File: src/core/posrc_pkg.sv
// Constants and types for the power-off and sleep request controller.
// Assumes a 125 MHz APB clock; pins arrive synchronous to that clock.
package posrc_pkg;

  // Clock period and one millisecond, both in ns
  localparam int CLK_NS = 8;
  localparam int SEC_NS = 1_000_000;
  localparam int SEC_US_MUL = 1_000;
  // Clock cycles in one second (rounded down)
  localparam int TICK_CYCLES = (SEC_NS / CLK_NS) * SEC_US_MUL;
  // Length of one power sequence in cycles
  localparam int SEQ_CYCLES = 32;
  // Default long-press time of the power button in seconds
  localparam int LONG_PRESS_SEC = 4;

  // Widths
  localparam int NRES = 8;                    // Managed resources
  localparam int NSRC = 7;                    // OFF request sources
  localparam int AW = 8;                      // APB address width

  // Register byte offsets
  localparam logic [7:0] A_CFG  = 8'h00;      // power_unit_config_reg
  localparam logic [7:0] A_RSEL = 8'h04;      // restart_select_reg
  localparam logic [7:0] A_RLVL = 8'h08;      // Reset level select
  localparam logic [7:0] A_WDG  = 8'h0c;      // Watchdog control
  localparam logic [7:0] A_ASLP = 8'h10;      // Sleep pin assignment
  localparam logic [7:0] A_AENA = 8'h14;      // Enable A assignment
  localparam logic [7:0] A_AENB = 8'h18;      // Enable B assignment
  localparam logic [7:0] A_KEEP = 8'h1c;      // Regulator sleep mode
  localparam logic [7:0] A_STAT = 8'h20;      // State and pending

  // Config register fields
  localparam int F_DLY    = 0;                // switch_off_delay, 2 bits
  localparam int F_POL    = 2;                // Sleep pin active high
  localparam int F_UNMASK = 3;                // Sleep pin unmasked
  localparam int F_SW_ON  = 4;                // software_on_bit
  localparam int F_SOFTWARE_RESET_BIT = 5;                // software_reset_bit

  // Watchdog register fields
  localparam int F_WD_EN   = 0;               // Enable
  localparam int F_WD_LOCK = 1;               // Write lock
  localparam int F_WD_KICK = 2;               // Restart count
  localparam int F_WD_TO   = 8;               // Timeout seconds, 8 bits

  // OFF source indices
  localparam int SRC_BUTTON = 0;
  localparam int SRC_PDOWN  = 1;
  localparam int SRC_WDOG   = 2;
  localparam int SRC_THERM  = 3;
  localparam int SRC_SWRST  = 4;
  localparam int SRC_VLOW   = 5;
  localparam int SRC_ADC    = 6;
  // Sources that wait for the switch-off delay
  localparam logic [6:0] DELAYED_MASK = 7'h47;

  // Reset values
  localparam logic [6:0] RSEL_RST = 7'h00;    // All shut down
  localparam logic [6:0] RLVL_RST = 7'h7f;    // All hardware level
  localparam logic [7:0] WDTO_RST = 8'h10;    // Watchdog timeout
  localparam logic [7:0] ASG_RST  = 8'h00;    // Nothing assigned
  localparam logic [7:0] KEEP_RST = 8'h00;    // None forced on in sleep

  // Delay code to seconds: 0, 1, 2, 4
  localparam logic [2:0] DLY_SEC [0:3] = '{3'h0, 3'h1, 3'h2, 3'h4};

  // Power state machine
  typedef enum logic [2:0] {
    S_OFF, S_OFF_TO_ACTIVE_SEQ, S_ACTIVE, S_ACTIVE_TO_SLEEP_SEQ,
    S_SLEEP, S_SLEEP_TO_ACTIVE_SEQ, S_ACTIVE_TO_OFF_SEQ, S_SLEEP_TO_OFF_SEQ
  } posrc_state_t;

endpackage

File: src/core/posrc_sync.sv
// Two-stage synchroniser for a group of slow external pins.
// Assumes pins change far slower than the clock.
`timescale 1ns/1ns
module posrc_sync #(
  parameter int W = 1                         // Number of pins
) (
  input  wire logic         pclk,             // System clock
  input  wire logic         presetn,          // Async reset, low
  input  wire logic [W-1:0] d,                // Raw pin levels
  output logic      [W-1:0] q                 // Synchronised levels
);

  logic [W-1:0] meta;                         // First stage only

  // Two flops in a row, first read by second only
  always_ff @(posedge pclk or negedge presetn) begin
    if (!presetn) begin
      meta <= '0;
      q    <= '0;
    end else begin
      meta <= d;
      q    <= meta;
    end
  end
endmodule

File: src/core/posrc_top.sv
// Power-off, sleep and wake request controller with APB registers.
// Assumes APB master on pclk and pins synchronous to pclk.
// Operation
// One switch-off delay 0/1/2/4 s shared
// Each OFF request picks hardware or software reset
// Restart select chooses shutdown or cold restart
// Shutdown runs matching off sequence, stays off
// Cold restart powers up again unless gated
// Watchdog off at reset, lockable, timeout is OFF
// On-bit and hold pin both released turn off
// Sleep request moves ACTIVE to SLEEP
// Per-resource register sets its sleep mode
// Pending unmasked interrupt blocks entering sleep
// Only interrupt or sleep pin wakes
// Wake acts only in SLEEP
// Sleep-pin resources switch only with sequences
// Enable-pin resources switch immediately
// Any resource assignable to any pin mix
// OFF requests win over sleep and ON
// New ON only after OFF request removed
// Sleep pin active low by default, configurable
// External pins synchronised before use
//
// The implementer's own choices: register access over APB and the register addresses.
`timescale 1ns/1ns
module posrc_top #(
  parameter int TICK_CYCLES  = posrc_pkg::TICK_CYCLES,    // Cycles per s
  parameter int LONG_PRESS_S = posrc_pkg::LONG_PRESS_SEC  // Button hold
) (
  input  wire logic        pclk,              // Clock, 125 MHz
  input  wire logic        presetn,           // Async reset, low
  input  wire logic        psel,              // APB select
  input  wire logic        penable,           // APB enable
  input  wire logic        pwrite,            // APB write
  input  wire logic [7:0]  paddr,             // APB byte address
  input  wire logic [31:0] pwdata,            // APB write data
  output logic      [31:0] prdata,            // APB read data
  output logic             pready,            // APB ready
  output logic             pslverr,           // APB error
  input  wire logic        power_button_pin_n,   // Button, low pressed
  input  wire logic        power_down_pin,    // Power down, high
  input  wire logic        hold_on_pin,       // Hold on, high
  input  wire logic        sleep_control_pin, // Sleep request pin
  input  wire logic        direct_enable_a,   // Enable A, high
  input  wire logic        direct_enable_b,   // Enable B, high
  input  wire logic        thermal_event,     // Thermal shutdown
  input  wire logic        supply_low_event,  // Supply too low
  input  wire logic        adc_threshold_off_event, // ADC limit
  input  wire logic        irq_pending,       // Unmasked irq pending
  input  wire logic        on_request,        // Any ON request
  input  wire logic        on_gate,           // ON gating present
  output logic      [2:0]  power_state,       // Current state
  output logic             hw_reset_pulse,    // Hardware level reset
  output logic             sw_reset_pulse,    // Software level reset
  output logic      [7:0]  res_on             // Resource active
);

  typedef posrc_pkg::posrc_state_t posrc_st_t;

  posrc_st_t   state;                         // Power state
  posrc_st_t   next_state;                    // Its next value
  logic [5:0]  pin_s;                         // Synchronised pins
  logic [26:0] tick_cnt;                      // Second divider
  logic [3:0]  lp_sec;                        // Button held seconds
  logic [7:0]  wd_sec;                        // Watchdog seconds
  logic [6:0]  pend;                          // Latched OFF sources
  logic        keep_d;                        // Last on-keep level
  logic        keep_rel;                      // On-keep was released
  logic        dly_run;                       // Delay running
  logic [2:0]  dly_left;                      // Seconds remaining
  logic [4:0]  seq_cnt;                       // Sequence step count
  logic        cold_pend;                     // Restart after off
  // Software registers
  logic [1:0]  dly_code;                      // Switch-off delay
  logic        slp_pol;                       // Sleep pin polarity
  logic        slp_unmask;                    // Sleep pin unmask
  logic        sw_on;                         // Software on bit
  logic [6:0]  rsel;                          // 1 = cold restart
  logic [6:0]  rlvl;                          // 1 = hardware level
  logic        wd_en;                         // Watchdog enable
  logic        wd_lock;                       // Watchdog locked
  logic [7:0]  wd_to;                         // Watchdog timeout
  logic [7:0]  aslp;                          // Sleep pin assigned
  logic [7:0]  aena;                          // Enable A assigned
  logic [7:0]  aenb;                          // Enable B assigned
  logic [7:0]  keep;                          // On during sleep

  // Pins pass the synchroniser first
  posrc_sync #(.W(6)) u_sync (
    .pclk    (pclk),
    .presetn (presetn),
    .d       ({direct_enable_b, direct_enable_a, sleep_control_pin,
               hold_on_pin, power_down_pin, power_button_pin_n}),
    .q       (pin_s)
  );

  // APB decode
  wire wr      = psel & penable & pwrite;     // Write strobe
  wire rd_set  = psel & ~penable;             // Setup phase
  wire hit_cfg = paddr == posrc_pkg::A_CFG;
  wire hit_rs  = paddr == posrc_pkg::A_RSEL;
  wire hit_rl  = paddr == posrc_pkg::A_RLVL;
  wire hit_wd  = paddr == posrc_pkg::A_WDG;
  wire hit_as  = paddr == posrc_pkg::A_ASLP;
  wire hit_aa  = paddr == posrc_pkg::A_AENA;
  wire hit_ab  = paddr == posrc_pkg::A_AENB;
  wire hit_kp  = paddr == posrc_pkg::A_KEEP;
  wire hit_st  = paddr == posrc_pkg::A_STAT;
  wire hit     = hit_cfg | hit_rs | hit_rl | hit_wd | hit_as
               | hit_aa | hit_ab | hit_kp | hit_st;
  wire wr_wd   = wr & hit_wd;                 // Watchdog write
  wire wd_kick = wr_wd & pwdata[posrc_pkg::F_WD_KICK];
  wire software_reset_bit  = wr & hit_cfg & pwdata[posrc_pkg::F_SOFTWARE_RESET_BIT];

  assign pready  = 1'b1;                      // Zero wait states
  assign pslverr = psel & penable & ~hit;     // Unmapped address

  // Read data selection
  wire [31:0] rd_val =
      hit_cfg ? {26'h0, 1'b0, sw_on, slp_unmask, slp_pol, dly_code} :
      hit_rs  ? {25'h0, rsel} :
      hit_rl  ? {25'h0, rlvl} :
      hit_wd  ? {16'h0, wd_to, 5'h0, 1'b0, wd_lock, wd_en} :
      hit_as  ? {24'h0, aslp} :
      hit_aa  ? {24'h0, aena} :
      hit_ab  ? {24'h0, aenb} :
      hit_kp  ? {24'h0, keep} :
      hit_st  ? {21'h0, cold_pend, pend, state} : 32'h0;

  // Read data captured in the setup phase
  always_ff @(posedge pclk or negedge presetn) begin
    if (!presetn) prdata <= 32'h0;
    else if (rd_set) prdata <= rd_val;
  end

  // Control register writes
  always_ff @(posedge pclk or negedge presetn) begin
    if (!presetn) begin
      dly_code <= 2'h0;
      slp_pol <= 1'b0;
      slp_unmask <= 1'b0;
      sw_on <= 1'b0;
    end else if (wr & hit_cfg) begin
      dly_code <= pwdata[posrc_pkg::F_DLY +: 2];
      slp_pol <= pwdata[posrc_pkg::F_POL];
      slp_unmask <= pwdata[posrc_pkg::F_UNMASK];
      sw_on <= pwdata[posrc_pkg::F_SW_ON];
    end
  end

  // Per-source selects and resource tables
  always_ff @(posedge pclk or negedge presetn) begin
    if (!presetn) begin
      rsel <= posrc_pkg::RSEL_RST;
      rlvl <= posrc_pkg::RLVL_RST;
      aslp <= posrc_pkg::ASG_RST;
      aena <= posrc_pkg::ASG_RST;
      aenb <= posrc_pkg::ASG_RST;
      keep <= posrc_pkg::KEEP_RST;
    end else if (wr) begin
      if (hit_rs) rsel <= pwdata[6:0];
      if (hit_rl) rlvl <= pwdata[6:0];
      if (hit_as) aslp <= pwdata[7:0];
      if (hit_aa) aena <= pwdata[7:0];
      if (hit_ab) aenb <= pwdata[7:0];
      if (hit_kp) keep <= pwdata[7:0];
    end
  end

  // Watchdog control, frozen once locked
  always_ff @(posedge pclk or negedge presetn) begin
    if (!presetn) begin
      wd_en <= 1'b0;
      wd_lock <= 1'b0;
      wd_to <= posrc_pkg::WDTO_RST;
    end else if (wr_wd & ~wd_lock) begin
      wd_en <= pwdata[posrc_pkg::F_WD_EN];
      wd_lock <= pwdata[posrc_pkg::F_WD_LOCK];
      wd_to <= pwdata[posrc_pkg::F_WD_TO +: 8];
    end
  end

  // One-second enable pulse
  wire tick = tick_cnt == 27'(TICK_CYCLES - 1);
  always_ff @(posedge pclk or negedge presetn) begin
    if (!presetn) tick_cnt <= 27'h0;
    else tick_cnt <= tick ? 27'h0 : tick_cnt + 27'h1;
  end

  // Long-press timer on the button
  wire lp_hit = lp_sec >= 4'(LONG_PRESS_S);
  always_ff @(posedge pclk or negedge presetn) begin
    if (!presetn) lp_sec <= 4'h0;
    else if (pin_s[0]) lp_sec <= 4'h0;        // Released
    else if (tick & ~lp_hit) lp_sec <= lp_sec + 4'h1;
  end

  // Watchdog second counter, kick restarts it
  wire wd_fire = wd_en & tick & (wd_sec == wd_to);
  always_ff @(posedge pclk or negedge presetn) begin
    if (!presetn) wd_sec <= 8'h0;
    else if (~wd_en | wd_kick | wd_fire) wd_sec <= 8'h0;
    else if (tick) wd_sec <= wd_sec + 8'h1;
  end

  // OFF sources in index order
  wire [6:0] src = {adc_threshold_off_event, supply_low_event, software_reset_bit,
                    thermal_event, wd_fire, pin_s[1], lp_hit};
  wire off_hold = |src;                       // Any request still on
  wire on_keep  = sw_on | pin_s[2];
  wire keep_fall = keep_d & ~on_keep;
  wire live = state == posrc_pkg::S_ACTIVE
            | state == posrc_pkg::S_SLEEP;
  wire imm  = |(pend & ~posrc_pkg::DELAYED_MASK) | keep_rel;
  wire dly_any = |(pend & posrc_pkg::DELAYED_MASK);
  wire dly_done = dly_run & (dly_left == 3'h0);
  wire go_off = live & (imm | dly_done);
  // Shutdown wins if any pending source asks for it
  wire cold = ~keep_rel & (|pend) & ((pend & ~rsel) == 7'h0);
  wire hw_lvl = |(pend & rlvl);
  wire sleep_act = slp_pol ? pin_s[3] : ~pin_s[3];
  wire sleep_req = sleep_act & slp_unmask & ~irq_pending;
  wire wake = irq_pending | ~(sleep_act & slp_unmask);
  wire seq_done = seq_cnt == 5'(posrc_pkg::SEQ_CYCLES - 1);
  wire up_start = state == posrc_pkg::S_OFF & next_state != state;

  // Pending requests latched until acted on
  always_ff @(posedge pclk or negedge presetn) begin
    if (!presetn) begin
      pend <= 7'h0;
      keep_d <= 1'b0;
      keep_rel <= 1'b0;
    end else begin
      // A source arriving in the clearing cycle is kept: set wins
      pend <= ((go_off | up_start) ? 7'h0 : pend) | src;
      keep_d <= on_keep;
      keep_rel <= ((go_off | up_start) ? 1'b0 : keep_rel)
                | (keep_fall & live);
    end
  end

  // Shared switch-off delay counter
  always_ff @(posedge pclk or negedge presetn) begin
    if (!presetn) begin
      dly_run <= 1'b0;
      dly_left <= 3'h0;
    end else if (go_off | ~live) begin
      dly_run <= 1'b0;
    end else if (dly_any & ~dly_run) begin
      dly_run <= 1'b1;
      dly_left <= posrc_pkg::DLY_SEC[dly_code];
    end else if (dly_run & tick & (dly_left != 3'h0)) begin
      dly_left <= dly_left - 3'h1;
    end
  end

  // Next state of the power controller
  always_comb begin
    next_state = state;
    case (state)
      posrc_pkg::S_OFF: begin
        if (~off_hold & ~on_gate & (cold_pend | on_request)) begin
          next_state = posrc_pkg::S_OFF_TO_ACTIVE_SEQ;
        end
      end
      posrc_pkg::S_OFF_TO_ACTIVE_SEQ: begin
        if (seq_done) next_state = posrc_pkg::S_ACTIVE;
      end
      posrc_pkg::S_ACTIVE: begin
        if (go_off) next_state = posrc_pkg::S_ACTIVE_TO_OFF_SEQ;
        else if (sleep_req) next_state = posrc_pkg::S_ACTIVE_TO_SLEEP_SEQ;
      end
      posrc_pkg::S_ACTIVE_TO_SLEEP_SEQ: begin
        if (seq_done) next_state = posrc_pkg::S_SLEEP;
      end
      posrc_pkg::S_SLEEP: begin
        if (go_off) next_state = posrc_pkg::S_SLEEP_TO_OFF_SEQ;
        else if (wake) next_state = posrc_pkg::S_SLEEP_TO_ACTIVE_SEQ;
      end
      posrc_pkg::S_SLEEP_TO_ACTIVE_SEQ: begin
        if (seq_done) next_state = posrc_pkg::S_ACTIVE;
      end
      default: begin
        if (seq_done) next_state = posrc_pkg::S_OFF;
      end
    endcase
  end

  // State, sequence step counter and restart flag
  always_ff @(posedge pclk or negedge presetn) begin
    if (!presetn) begin
      state <= posrc_pkg::S_OFF;
      seq_cnt <= 5'h0;
      cold_pend <= 1'b0;
    end else begin
      state <= next_state;
      seq_cnt <= (next_state != state) ? 5'h0 : seq_cnt + 5'h1;
      if (go_off) cold_pend <= cold;
      else if (state == posrc_pkg::S_OFF) cold_pend <= 1'b0;
    end
  end

  // Reset level pulse at the start of an off sequence
  always_ff @(posedge pclk or negedge presetn) begin
    if (!presetn) begin
      hw_reset_pulse <= 1'b0;
      sw_reset_pulse <= 1'b0;
    end else begin
      hw_reset_pulse <= go_off & hw_lvl;
      sw_reset_pulse <= go_off & ~hw_lvl;
    end
  end

  // Resource modes: enables act at once, sleep pin via state
  wire powered = live | state == posrc_pkg::S_ACTIVE_TO_SLEEP_SEQ
               | state == posrc_pkg::S_SLEEP_TO_ACTIVE_SEQ;
  wire seq_slp = state == posrc_pkg::S_SLEEP;
  wire [7:0] stay = ~(aslp | aena | aenb)
                  | (aena & {8{pin_s[4]}})
                  | (aenb & {8{pin_s[5]}})
                  | (aslp & {8{~seq_slp}});
  always_ff @(posedge pclk or negedge presetn) begin
    if (!presetn) res_on <= 8'h0;
    else res_on <= powered ? (stay | keep) : 8'h0;
  end

  assign power_state = state;
endmodule

File: config.mk
export PLATFORM = sky130hd
export DESIGN_NAME = posrc_top
export DESIGN_NICKNAME = d
export VERILOG_FILES = /design/src/core/posrc_pkg.sv /design/src/core/posrc_sync.sv /design/src/core/posrc_top.sv
export SDC_FILE = /design/constraint.sdc
export NUM_CORES = 1
export LEC_CHECK = 0
export BUFFER_PORTS_ARGS = -buffer_cell sky130_fd_sc_hd__buf_2
export CAP_MARGIN = 20
export CORE_UTILIZATION = 35
export CTS_BUF_LIST = sky130_fd_sc_hd__clkbuf_4 sky130_fd_sc_hd__clkbuf_8
export DETAILED_ROUTE_END_ITERATION = 12
export PLACE_DENSITY = 0.51
export SYNTH_ARGS = -nofsm -noshare
export SYNTH_HDL_FRONTEND = slang
export SYNTH_SLANG_ARGS = --single-unit
File: constraint.sdc
create_clock -name pclk -period 4.6 [get_ports pclk]
set_input_delay 0.46 -clock pclk [delete_from_list [all_inputs] [get_ports pclk]]
set_output_delay 0.46 -clock pclk [all_outputs]
set_load 0.01 [all_outputs]
---- Word level (Yosys, flattened, before mapping) ----
Cells that the tools add are included.
word-level totals
  input port bits ......................... 57
  register bits ........................... 176
operators by class
  equality and inequality tests ........... 17
  bitwise gates (word level) .............. 81
  add/subtract/negate cells ............... 5
  $lt $le $gt $ge ......................... 2
  multiplexer cells ....................... 37
  reduce and logical (&&, ||, !) cells .... 23
operators by type and width
  cell                                                                    count
  16-bit 2-to-1 mux                                                       4
  11-bit 2-to-1 mux                                                       5
  8-bit bitwise OR                                                        6
  3-bit 2-to-1 mux                                                        12
  8-bit by 5-bit equality test with 1-bit output (second input constant)  4
  1-bit AND                                                               28
  27-bit by 1-bit adder with 27-bit output (second input constant)        1
  27-bit equality test (second input constant)                            1
  27-bit 2-to-1 mux                                                       1
  8-bit AND                                                               3
  8-bit 2-to-1 mux                                                        3
  1-bit bitwise OR                                                        21
  7-bit OR reduction                                                      3
  1-bit NOT                                                               17
  8-bit by 4-bit equality test with 1-bit output (second input constant)  2
  3-bit one-hot mux with 5 select lines                                   1
  7-bit AND                                                               2
  2-bit AND reduction                                                     7
  2-bit nonzero test                                                      5
  8-bit by 1-bit adder with 8-bit output (second input constant)          1
  8-bit by 3-bit equality test with 1-bit output (second input constant)  1
  8-bit by 6-bit equality test with 1-bit output (second input constant)  1
  8-bit equality test                                                     1
  8-bit zero test                                                         1
  25 further kinds                                                        34

---- Longest topological paths before layout ----
Gate-level depths: netlist of run 1.
  word-level depth ........................ 15
  gate-level depth with buffers ........... 7
  depth with buffers taken out ............ 7

---- Modules after synthesis ----
Synthesis of run 1 repeated with hierarchy kept, for this count alone.
unflattened totals
  cell total of the unflattened synthesis .. 733
  area total of the unflattened synthesis .. 7883.8 um^2
by module, submodules not included
  module      sequential area each (um^2)  cells an instance  instances  area an instance (um^2)
  posrc_top   3713.6                       721                1          7583.5
  posrc_sync  300.3                        12                 1          300.3

---- Worst setup path after synthesis of run 1 ----
Ideal clock, no wire load.
  path kind ............................... input to register
  from .................................... input port paddr[3]
  to ...................................... register rsel[0]
  stages on the path ...................... 4
  path slack .............................. 2474 ps
  setup time .............................. 125 ps
  path buffers ............................ 1
  required time ........................... 4475 ps
  data arrival time ....................... 2001 ps
  cells stage by stage .................... clkbuf_1 -> or4b_2 -> nor3_2 -> mux2_2
between the ends
  cells in the longest elaborated chain, start to end .. 2
RTL lines
  what                                            line              RTL
  start: declaration                              posrc_top.sv:35   input wire logic [7:0] paddr,
  8-bit by 3-bit equality test with 1-bit output  posrc_top.sv:101  wire hit_rs = paddr == posrc_pkg::A_RSEL;
  2-bit AND reduction (no source line)            n/a
  end signal: assignment                          posrc_top.sv:154  rsel <= posrc_pkg::RSEL_RST;
  end signal: assignment                          posrc_top.sv:161  if (hit_rs) rsel <= pwdata[6:0];
  end: declaration                                posrc_top.sv:78   logic [6:0] rsel;
Every way passes these cells.
A chain may end at the register's enable or synchronous reset.

---- Final worst setup path of run 1 ----
  from .................................... input port paddr[3]
  to ...................................... output port pslverr
between the ends
  cells in the longest elaborated chain, start to end .. 11
  elaborated cells on any way between the ends .. 19
  classes of those cells .................. eq/ne (8); bitwise (10); reduce/logical (1)
RTL lines
  what                                                                                      line                                RTL
  8-bit by 3-bit equality test with 1-bit output / 8-bit zero test (equally long branches)  posrc_top.sv:101, posrc_top.sv:100
  1-bit bitwise OR (4 in series)                                                            posrc_top.sv:109                    wire hit = hit_cfg | hit_rs | hit_rl | hit_wd | hit_as
  1-bit bitwise OR (3 in series)                                                            posrc_top.sv:110                    | hit_aa | hit_ab | hit_kp | hit_st;
  1-bit bitwise OR *                                                                        posrc_top.sv:110
  1-bit NOT *                                                                               posrc_top.sv:116                    assign pslverr = psel & penable & ~hit;
  1-bit AND *                                                                               posrc_top.sv:116
  end: declaration                                                                          posrc_top.sv:39                     output logic pslverr,
Mark *: on every way between the ends. The rest lies on a longest branch, timed or not.

==> results of run 1 <==
[cell usage in the layout (no fill, tap or decap), types with 8 or more instances in the layout]
cell type  instances
a21oi_1           40
mux2_2            58
nor3_1            14
a211oi_1           8
nand4_1           15
dfstp_2            8
nand2_1           35
inv_1             16
nor2b_1           11
and3_1            15
xor2_1            22
conb_1            17
o21bai_1           8
nor4_1             8
a22o_1             9
clkbuf_8          18
xnor2_1           12
nand2b_1          11
a221oi_1           9
dfrtp_1          152
o21ai_0           36
mux2i_1            8
nor2_1            41
buf_2             70
o31ai_1           18
nand3_1           28
[per-stage QoR]
stage | instance area [um2] | hold WS [ps] | power (mW)
3_3_place_gp | 8520 | 336 | 2.17
3_5_place_dp | 8520 | 337 | 2.18
2_1_floorplan | 8040 | 164 | 1.96
6_report | 8920 | 41.7 | 3.21
5_1_grt | 8920 | 65.4 | 3.38
4_1_cts | 8920 | 73.1 | 3.25
[worst max-delay path, stage by stage]
cell and delay, ps:
buf_2 300, nor4_1 420, and3_1 640, nor3_1 110
buf_2 170
[worst max path at each step]
stage	cells after the start	startpoint	slack [ps]	to
after floorplan	4	paddr[3]	2470	rsel[0]$_DFFE_PN0P_
final	5	paddr[3]	2040	pslverr
after detailed placement	5	paddr[5]	1720	wd_to[6]$_DFFE_PN0P_
after global placement	6	paddr[5]	1620	prdata[10]$_DFFE_PN0P_
after global routing	5	wd_to[4]$_DFFE_PN1P_	1870	pend[3]$_DFF_PN0_
after CTS	5	paddr[2]	2020	pslverr
[flip-flops by register name (all words and copies together), names as in the netlist, 2 cells and up]
signal,count
rsel,7
seq_cnt,5
res_on,8
u_sync.meta,6
u_sync.q,6
prdata,16
power_state,3
aena,8
aenb,8
lp_sec,4
wd_to,8
dly_left,3
rlvl,7
pend,7
tick_cnt,27
aslp,8
wd_sec,8
keep,8
dly_code,2
[metal layers]
metal  wire [um]  up-vias
met3         918       25
met2       10500      189
met5           0        -
met4         487        0
met1       10100     3135
li1            -     2854
[Yosys cell counts, types with 7 or more instances]
cell type  instances  share of area [%]
a22oi_1            7               0.66
mux2_2            58                8.2
nand2b_1          11               0.86
o21ai_0           36                2.3
nor2_1            41                1.9
dfrtp_1          152                 48
ha_1               7                1.1
nor3_1            15               0.94
nor2b_1           11               0.86
dfstp_2            8                2.6
xnor2_1           12                1.3
nand4_1           15                1.2
o31ai_1           18                1.7
xor2_1            22                2.4
a21oi_1           40                2.5
mux2i_1            8                1.0
a221oi_1           9               0.99
inv_1             16               0.75
a211oi_1           8               0.75
a22o_1             9               0.99
nand3_1           28                1.8
clkbuf_1          25                1.2
nor4_1             8               0.63
and3_1            15                1.2
buf_4             17                1.6
nand2_1           35                1.6
o21bai_1           8               0.75
[area by class of cell]
class                           instances  area (um2)
Clock buffer                           21         270
Clock inverter                         11         130
Fill cell                            2180       13200
Inverter                               16        60.1
Multi-Input combinational cell        530        3710
Sequential cell                       160        4010
Tap cell                              280         350
Timing Repair Buffer                   75         392
[power groups by stage]
stage / Combinational (mW) / Sequential [mW] / Clock, mW
finish: 0.469 / 1.68 / 1.06
floorplan: 0.317 / 1.64 / 0
detailed placement: 0.474 / 1.71 / 0
CTS: 0.476 / 1.68 / 1.09
global route: 0.527 / 1.70 / 1.15
global placement: 0.462 / 1.71 / 0
[cells by family after synthesis]
kind of cell,count (synthesis)
other,2
adders and majority gates,7
xor gates and xnor gates,34
muxes,67
and+or+nand+nor,223
DFF,160
buffers and inverters,66
AOI/OAI and AO/OA,182
==> metrics.md, run 1 <==
| Metric | Value |
|---|---|
| Run status | completed |
| Clock Sinks | 160 |
| Total grt overflow | 0 |
| Worst Setup Path Type | input pin to output port |
| I/O Buffers | 70 |
| Post-Synth Adder-Cell Area | 1.10% |
| Final Worst Setup Slack | about 2000 ps |
| Pwr dens | between 300 and 400 mW/mm2 |
| Row Count | 54 |
| Vias | around 6200 |
| Lkg Pwr | between 3 and 4 nW |
| Period minus WS final | 2560 ps |
| Core Area | between 0.02 and 0.025 mm2 |
| First-pass GRT wire length | roughly 35000 um |
| Critical Path RT | ~4100 ps |
| Worst vdd ir | 0.160 mV |
| Flop pwr share | a little over half |
| Worst Setup Start Kind | input pin |
| Path category of the worst min-delay check | input pin to asynchronous set/reset pin |
| Reg2reg setup slack | approximately 2100 ps |
| Hold Fails Final Rpt | 0 |
| Final Cycle Share | 55.7% |
| Initial antenna violation count | 0 |
| Worst Reg-to-Reg Cells | 5 |
| Post-layout util | about 40% |
| H-tree levels | 4 |
| Synth Area in XOR/XNOR | approximately 3.7% |
| Async S/R FF share, synth | between 90% and 100% |
| EDFF count, synth | 0 |
| Clk slew on worst S/H paths | about 80 ps |
| DRT iter0 DRCs | 374 |
| Gr usage total | roughly 19% |
| N_diodes | 0 |
| M1 GR Usage | about a quarter |
| Mux share of post-synthesis cell area | under 10% |
| Via/cell ratio | 5.68 |
| Area growth syn-to-layout | 11.8% |
| DP Cell Count | 1061 |
| CP max FO | 28 |
| Final HPWL DP | 15500 um |
| Pre-CTS setup slack | ~1700 ps |
| Pre-Repair DR Iteration Count | 7 |
| Max Root-Sink Buffers | 2 |
| CTS root buf | clkbuf_8 |
| Post-DRT Antenna Nets | 0 |
| Largest net degree at the start of global routing | 87 |
| Unrepaired setup endpoints after global routing | no |
| Synth unique cells | 76 |
| Worst flop-to-flop path startpoint | wd_to[4]$_DFFE_PN1P_ |
| Largest family of logic cells by synthesized area | simple AND/OR/NAND/NOR gates |
| Post-synthesis sequential area ratio | around half |
| Synth Instances | approximately 740 |
| Post-layout nets | around 860 |
| Switching Fraction | a little under a third |
| CTS tree | done |
| Drc violations | 0 |
| WP data arrival | between 2000 and 2500 ps |
| Routability cong. | roughly 0.84 |
| Cts hold-fix bufs | 0 |
| Clock power share | roughly a third |
| Yosys synthesis warning count | 0 |
| Clock skew | around 19 ps |
| M2 GR Usage | a little under a third |
| F_max | ~0.4 GHz |
| Share of cells above drive strength 1 | 24.1% |
| P_sw | ~0.97 mW |
| Fin cells | approximately 1100 |
| GRT met3 Usage | approximately 3.7% |
| Synth Register Bits | between 150 and 200 |
| Post-CTS setup repair buffer count | 0 |
| RR Endpoint | pend[3]$_DFF_PN0_ |
| Die area | ~0.023 mm2 |
| Initial Util | ~36% |
| Top Ports | about 100 |
| Fin. max-slew vios | 0 |
| Internal power | about 2.2 mW |
| Routed len/inst | a little over 20 um |
| Die span in y | roughly 150 um |
| Simple-gate share of the synthesized area | between 15 and 20% |
| Busiest layer in global routing | met2 |
| Combinational share of power | approximately 15% |
| Setup TNS | 0 ps |
| Top_reg_cell synth | dfrtp_1 |
| Worst Max-Slew Pin Slew | about 970 ps |
| Cts repair resizes | 0 |
| Post-synthesis compound-gate area fraction | 15.5% |
| Critical path capture point type | output port |
| Vias in the first global route | 6169 |
| Clk_lat worst skew | 460 ps |
| Worst rel slew slack | roughly a third |
| Clock buffer count from CTS | 17 |
| Cell area after synthesis | between 0.007 and 0.008 mm2 |
| Die W | roughly 150 um |
| Max-cap viol count | 0 |
| Synth Area per Inst | 10.8 um2 |
| Final setup viols | 0 |
| Drt total wl | between 20000 and 25000 um |
Power figures use the tool's default switching activity.
==> run 2: changes to the inputs <==
- clock period: 4.6 -> 2.45 ns (I/O delays scaled with it)
==> run 2 against run 1 <==
Sequential share of layout area down 2.1 points. Count of clock-buffer cells in the layout down 4. Clock skew up 2.2 ps. Total power up 92%. Combinational power up 120%. Routed wire length up 1.8%. Via count up 2.9%. Core utilization up 1.9 points. Setup slack worse by 1800 ps. Clock power up 94%. Critical path depth unchanged. Design area up 4.8%. Largest cell class unchanged.
==> metrics.md, run 2 (synthesized netlist as in run 1, its figures left out) <==
| Metric | Value |
|---|---|
| Fin cells | 1140 (+4.3%) |
| Unrepaired setup endpoints after global routing | no |
| CTS tree | done |
| Clock skew | 21.3 ps (+2.20 ps) |
| DRT iter0 DRCs | 448 (+20%) |
| Commonest cells after routing, fill and taps aside | 152 x dfrtp_1, 69 x buf_2, 58 x mux2_2 |
| Post-CTS setup repair buffer count | 0 (unchanged) |
| Worst hold path stage count | 2 |
| Pre-CTS setup slack | 208 ps (-1510 ps) |
| N_diodes | 0 (unchanged) |
| Top Ports | 104 (unchanged) |
| Period minus WS final | 2230 ps |
| Share of cells above drive strength 1 | 26.4% (+2.3 points) |
| Worst vdd ir | 0.310 mV (+93%) |
| Core Area | 0.0221 mm2 (unchanged) |
| CTS root buf | clkbuf_8 |
| Max Root-Sink Buffers | 2 (unchanged) |
| Final Worst Setup Slack | 215 ps (-1820 ps) |
| Pwr dens | 660 mW/mm2 (+84%) |
| Startpoint of the worst hold path | pwdata[11] |
| Ordered cell list for the critical path | nor4b_1 -> nand4_1 -> or4_1 -> nand3b_1 -> o31ai_1 |
| Fin. max-slew vios | 0 (unchanged) |
| Gr usage total | 19.8% (+0.33 points) |
| Post-layout nets | 911 (+5.4%) |
| Largest net degree at the start of global routing | 62 (-29%) |
| Most flop-heavy register | tick_cnt |
| Worst Reg-to-Reg Cells | 5 (unchanged) |
| Initial Util | 36.1% (unchanged) |
| Worst flop-to-flop path startpoint | tick_cnt[6]$_DFF_PN0_ |
| CP max FO | 8 (-71%) |
| I/O Buffers | 70 (unchanged) |
| Post-layout util | 42.3% (+1.9 points) |
| Area growth syn-to-layout | 17.1% |
| Die W | 153 um (unchanged) |
| Final setup viols | 0 (unchanged) |
| Vias | 6383 (+2.9%) |
| F_max | 0.447 GHz |
| Via/cell ratio | 5.60 (-1.3%) |
| Total grt overflow | 0 (unchanged) |
| H-tree levels | 4 (unchanged) |
| First-pass GRT wire length | 35700 um (+1.8%) |
| Worst path max stage delay | 680 ps (+40 ps) |
| Most common cell after layout, fill and taps aside | dfrtp_1 |
| Critical path capture point type | flop |
| Clk slew on worst S/H paths | 100 ps (+20 ps) |
| Initial antenna violation count | 0 (unchanged) |
| Max-cap viol count | 0 (unchanged) |
| Critical Path RT | 2830 ps (-1310 ps) |
| Vias in the first global route | 6337 (+2.7%) |
| DP Cell Count | 1092 (+2.9%) |
| Path category of the worst min-delay check | input pin to flop |
| Run status | completed |
| Max FFs per register | 27 (unchanged) |
| Clk_lat worst skew | 470 ps (about the same) |
| Setup TNS | 0 ps (unchanged) |
| Die span in y | 153 um (unchanged) |
| Routability cong. | 0.822 (-2.3%) |
| Row Count | 54 (unchanged) |
| Final HPWL DP | 16200 um (+4.4%) |
| Crit path from | tick_cnt[6]$_DFF_PN0_ |
| Pre-Repair DR Iteration Count | 5 (-2) |
| CP max-delay cell | or4_1 |
| Drt total wl | 22400 um (+1.8%) |
| Lkg Pwr | 4.21 nW (+6.0%) |
| WP data arrival | 2610 ps (+510 ps) |
| Worst Setup Path Type | flop to flop |
| Die area | 0.0234 mm2 (unchanged) |
| Final Cycle Share | between 90% and 100% |
| Post-DRT Antenna Nets | 0 (unchanged) |
| Hold Fails Final Rpt | 0 (unchanged) |
| Worst rel slew slack | 59.3% (+24 points) |
| Drc violations | 0 (unchanged) |
| Clock buffer count from CTS | 17 (unchanged) |
| Regs by FF count | tick_cnt x27, prdata x16 |
| Clock Sinks | 160 (unchanged) |
| Routed len/inst | 19.6 um (-2.4%) |
| Worst Max-Slew Pin Slew | 611 ps (-364 ps) |
| Total power | 6.17 mW (+92%) |
| Worst Setup Start Kind | flop |
## run 2: changes by cell type in the layout (fill, tap and decap cells not counted), sizes merged
cell         previous run  this run
clkinv                  3         4
clkbuf                 21        17
buf                    75       106
dlygate4sd3             0        16
inv                    18        24
clkinvlp                4         1
## run 2: cell type report
type | instances | area, um2
Multi-Input combinational cell | 530 | 3710
Clock inverter | 15 | 173
Tap cell | 280 | 350
Inverter | 16 | 60.1
Sequential cell | 160 | 4010
Timing Repair Buffer | 122 | 812
Fill cell | 2142 | 12700
Clock buffer | 17 | 234
## run 2: critical path, delay by kind of cell, from the launching register on
family | cells | cell delay (ps)
simple gates | 4 | 1420
flops | 1 | 460
compound gates | 1 | 260
## run 2: repair_timing
action                                  in CTS  in global routing
resized for setup                            0                  0
hold buffers                                16                  0
endpoints found under the hold margin       74                  0
endpoints found under the setup margin       0                  0
## run 2: metrics by stage
| step | cell area [um2] | hold WS, ps |
|---|---|---|
| floorplan | 8040 | -50.6 |
| finish | 9350 | 25.5 |
| detailed placement | 8780 | 281 |
| global route | 9350 | 0.802 |
| CTS | 9350 | 0.355 |
| global placement | 8780 | 275 |
## run 2: routing by layer
| layer | part of all wire, % | routed length [um] | vias to the layer above | global-route usage, % |
|---|---|---|---|---|
| met5 | 0 | 0 | - | 0 |
| met4 | 2.1 | 459 | 0 | 6.78 |
| met3 | 4.9 | 1110 | 30 | 3.52 |
| met2 | 48 | 10800 | 206 | 32.0 |
| met1 | 45 | 10000 | 3209 | 26.6 |
| li1 | - | - | 2938 | - |
## run 2: report_power, final
| group | internal (mW) | switching (mW) | total [mW] |
|---|---|---|---|
| Clock | 0.941 | 1.12 | 2.06 |
| Sequential | 2.86 | 0.197 | 3.06 |
| Combinational | 0.439 | 0.607 | 1.05 |
| Total | 4.24 | 1.93 | 6.17 |
## run 2: path summary, 6_finish.rpt
kind,to,slack (ps)
worst max-delay path,wd_sec[5]$_DFFE_PN0P_,220
worst min-delay path,wd_to[3]$_DFFE_PN0P_,30
worst max register to register,wd_sec[5]$_DFFE_PN0P_,220
worst min register to register,u_sync.q[5]$_DFF_PN0_,360
max in group asynchronous,rlvl[5]$_DFFE_PN1P_,1370
min in group asynchronous,power_state[0]$_DFF_PN0_,330
==> run 3: changes to the inputs <==
- CORE_UTILIZATION: 35 -> 47
- PLACE_DENSITY: 0.51 -> 0.65
==> run 3 against run 2 <==
Register-to-register slack worse by 80 ps. Fmax down 3.4%. Combinational power barely moved. Setup slack worse by 79 ps. Count of clock-buffer cells in the layout up 5. Critical path type unchanged. Critical endpoint unchanged. Largest cell class unchanged. Highest routed layer unchanged.
==> metrics.md, run 3 (synthesized netlist as in run 1, its figures left out) <==
| Metric | Value |
|---|---|
| Filler cells | 1456 (-32%) |
| Clock Sinks | 160 (unchanged) |
| Vias in the first global route | 6528 (+3.0%) |
| Top delay family on crit path | simple AND/OR/NAND/NOR gates |
| Critical path capture point type | flop |
| CP max FO | 8 (unchanged) |
| Min Hold Slack | 26.7 ps (+1.19 ps) |
| Setup TNS | 0 ps (unchanged) |
| Most flop-heavy register | tick_cnt |
| Clk slew on worst S/H paths | 90 ps (about the same) |
| Clock power share | 32.2% (-1.3 points) |
| Cts hold-fix bufs | 8 (-8) |
| Lkg Pwr | 4.17 nW (-0.92%) |
| Vias | 6444 (+0.96%) |
| CP max-delay cell | or4_1 |
| WP data arrival | 2670 ps (+60 ps) |
| Cts repair resizes | 0 (unchanged) |
| Post-layout nets | 902 (-0.99%) |
| Worst path max stage delay | 660 ps (-20 ps) |
| Post-DRT Antenna Nets | 0 (unchanged) |
| CTS tree | done |
| CTS root buf | clkbuf_8 |
| Share of cells above drive strength 1 | 26.4% (+0.044 points) |
| Row Count | 47 (-13%) |
| Buf/Inv on CP | 0 (unchanged) |
| Regs by FF count | tick_cnt x27, prdata x16 |
| Finished layout cell area | 0.00919 mm2 (-1.7%) |
| Worst vdd ir | 0.435 mV (+41%) |
| Commonest cells after routing, fill and taps aside | 152 x dfrtp_1, 69 x buf_2, 58 x mux2_2 |
| Placed cell area | 0.00871 mm2 (-0.88%) |
| F_max | 0.432 GHz (-3.4%) |
| Drt total wl | 20900 um (-6.7%) |
| Worst Max-Slew Pin Slew | 680 ps (+69.3 ps) |
| Fin. max-slew vios | 0 (unchanged) |
| Max FFs per register | 27 (unchanged) |
| I/O Buffers | 70 (unchanged) |
| Top Ports | 104 (unchanged) |
| Drc violations | 0 (unchanged) |
| Path category of the worst min-delay check | input pin to flop |
| Routed len/inst | 19.5 um (-0.64%) |
| Via/cell ratio | 6.02 (+7.5%) |
| H-tree levels | 4 (unchanged) |
| DRT iter0 DRCs | 461 (+2.9%) |
| Die span in y | 132 um (-14%) |
| Area growth syn-to-layout | 15.1% |
| Core Area | 0.0166 mm2 (-25%) |
| Total power | 6.05 mW (-2.0%) |
| Hold Fails Final Rpt | 0 (unchanged) |
| Total grt overflow | 0 (unchanged) |
| Critical Path RT | 2800 ps (-30 ps) |
| Final HPWL DP | 15000 um (-7.5%) |
| Ordered cell list for the critical path | nor4b_1 -> nand4_1 -> or4_1 -> nand3b_1 -> o31ai_1 |
| Routability cong. | 0.939 (+14%) |
| Flop pwr share | 50.4% (+0.8 points) |
| First-pass GRT wire length | 34500 um (-3.5%) |
| P_sw | 1.77 mW (-8.0%) |
| Fin cells | 1071 (-6.1%) |
| Combinational share of power | 17.4% (+0.4 points) |
| Initial Util | 48.1% (+12 points) |
| Worst Setup Path Type | flop to flop |
| Period minus WS final | 2310 ps (+79.3 ps) |
| Most common cell after layout, fill and taps aside | dfrtp_1 |
| Pre-Repair DR Iteration Count | 5 (unchanged) |
| Largest net degree at the start of global routing | 66 (+6.5%) |
| Die W | 132 um (-14%) |
| Reg2reg setup slack | 140 ps (-80 ps) |
| Final setup viols | 0 (unchanged) |
| Gr usage total | 25.2% (+5.5 points) |
| Initial antenna violation count | 0 (unchanged) |
| Pwr dens | 658 mW/mm2 (-0.28%) |
| Clock skew | 13.5 ps (-7.82 ps) |
| Worst rel slew slack | 54.3% (-5.0 points) |
| Switching Fraction | 29.3% (-1.9 points) |
| Unrepaired setup endpoints after global routing | no |
| DP Cell Count | 1030 (-5.7%) |
| Clock buffer count from CTS | 17 (unchanged) |
| Final Cycle Share | 94.5% (+3.2 points) |
| Run status | completed |
| Max Root-Sink Buffers | 2 (unchanged) |
| N_diodes | 0 (unchanged) |
| Internal power | 4.27 mW (+0.71%) |
| Worst Setup Start Kind | flop |
| Die area | 0.0175 mm2 (-25%) |
| Post-CTS setup repair buffer count | 0 (unchanged) |
| Max-cap viol count | 0 (unchanged) |
| Clk_lat worst skew | 460 ps (about the same) |
run 3: changes by cell type in the layout (fill, tap and decap cells not counted), moves of 2 or more:
cell           before  now
buf_4              34   31
clkbuf_4            0    4
clkinv_2            2    4
dlygate4sd3_1      16    9
inv_6               5    1
inv_8               3    0
run 3: through the flow:
stage	util [%]	setup slack (ps)
global placement	52.5	279
global route	55.4	34.0
detailed placement	52.5	203
finish	55.4	136
floorplan	-	446
CTS	55.3	184
run 3: area by class of cell:
type / instances / area, um2 / area share, %
timing repair buffer: 113 / 739 / 8.05
multi-input combinational: 530 / 3710 / 40.4
sequential: 160 / 4010 / 43.7
inverter: 16 / 60.1 / 0.654
clock buffer: 22 / 278 / 3.02
clock inverter: 10 / 114 / 1.24
tap: 220 / 275 / 3.00
run 3: power groups by stage:
stage          clock (mW)  sequential, mW  combinational [mW]
2_1_floorplan           0            3.08               0.596
5_1_grt              2.09            3.08                1.17
3_5_place_dp            0            3.10                1.04
3_3_place_gp            0            3.08                1.01
4_1_cts              1.99            3.04                1.05
6_report             1.95            3.05                1.05
run 3: metal layers:
metal | share of wire [%] | track usage, %
met3 | 6.4 | 5.15
met2 | 47 | 40.0
met1 | 44 | 33.9
met5 | 0 | 0
met4 | 2.6 | 10.2
run 3: path summary, 6_finish.rpt:
check                                          from  depth (start not counted)                     to
min                                       pwdata[9]                          2   wd_to[1]$_DFFE_PN0P_
max                           tick_cnt[6]$_DFF_PN0_                          5  wd_sec[5]$_DFFE_PN0P_
min in group asynchronous                   presetn                          2    res_on[5]$_DFF_PN0_
min reg2reg                u_sync.meta[1]$_DFF_PN0_                          0  u_sync.q[1]$_DFF_PN0_
max in group asynchronous                   presetn                          3    rlvl[6]$_DFFE_PN1P_
max reg2reg                   tick_cnt[6]$_DFF_PN0_                          5  wd_sec[5]$_DFFE_PN0P_
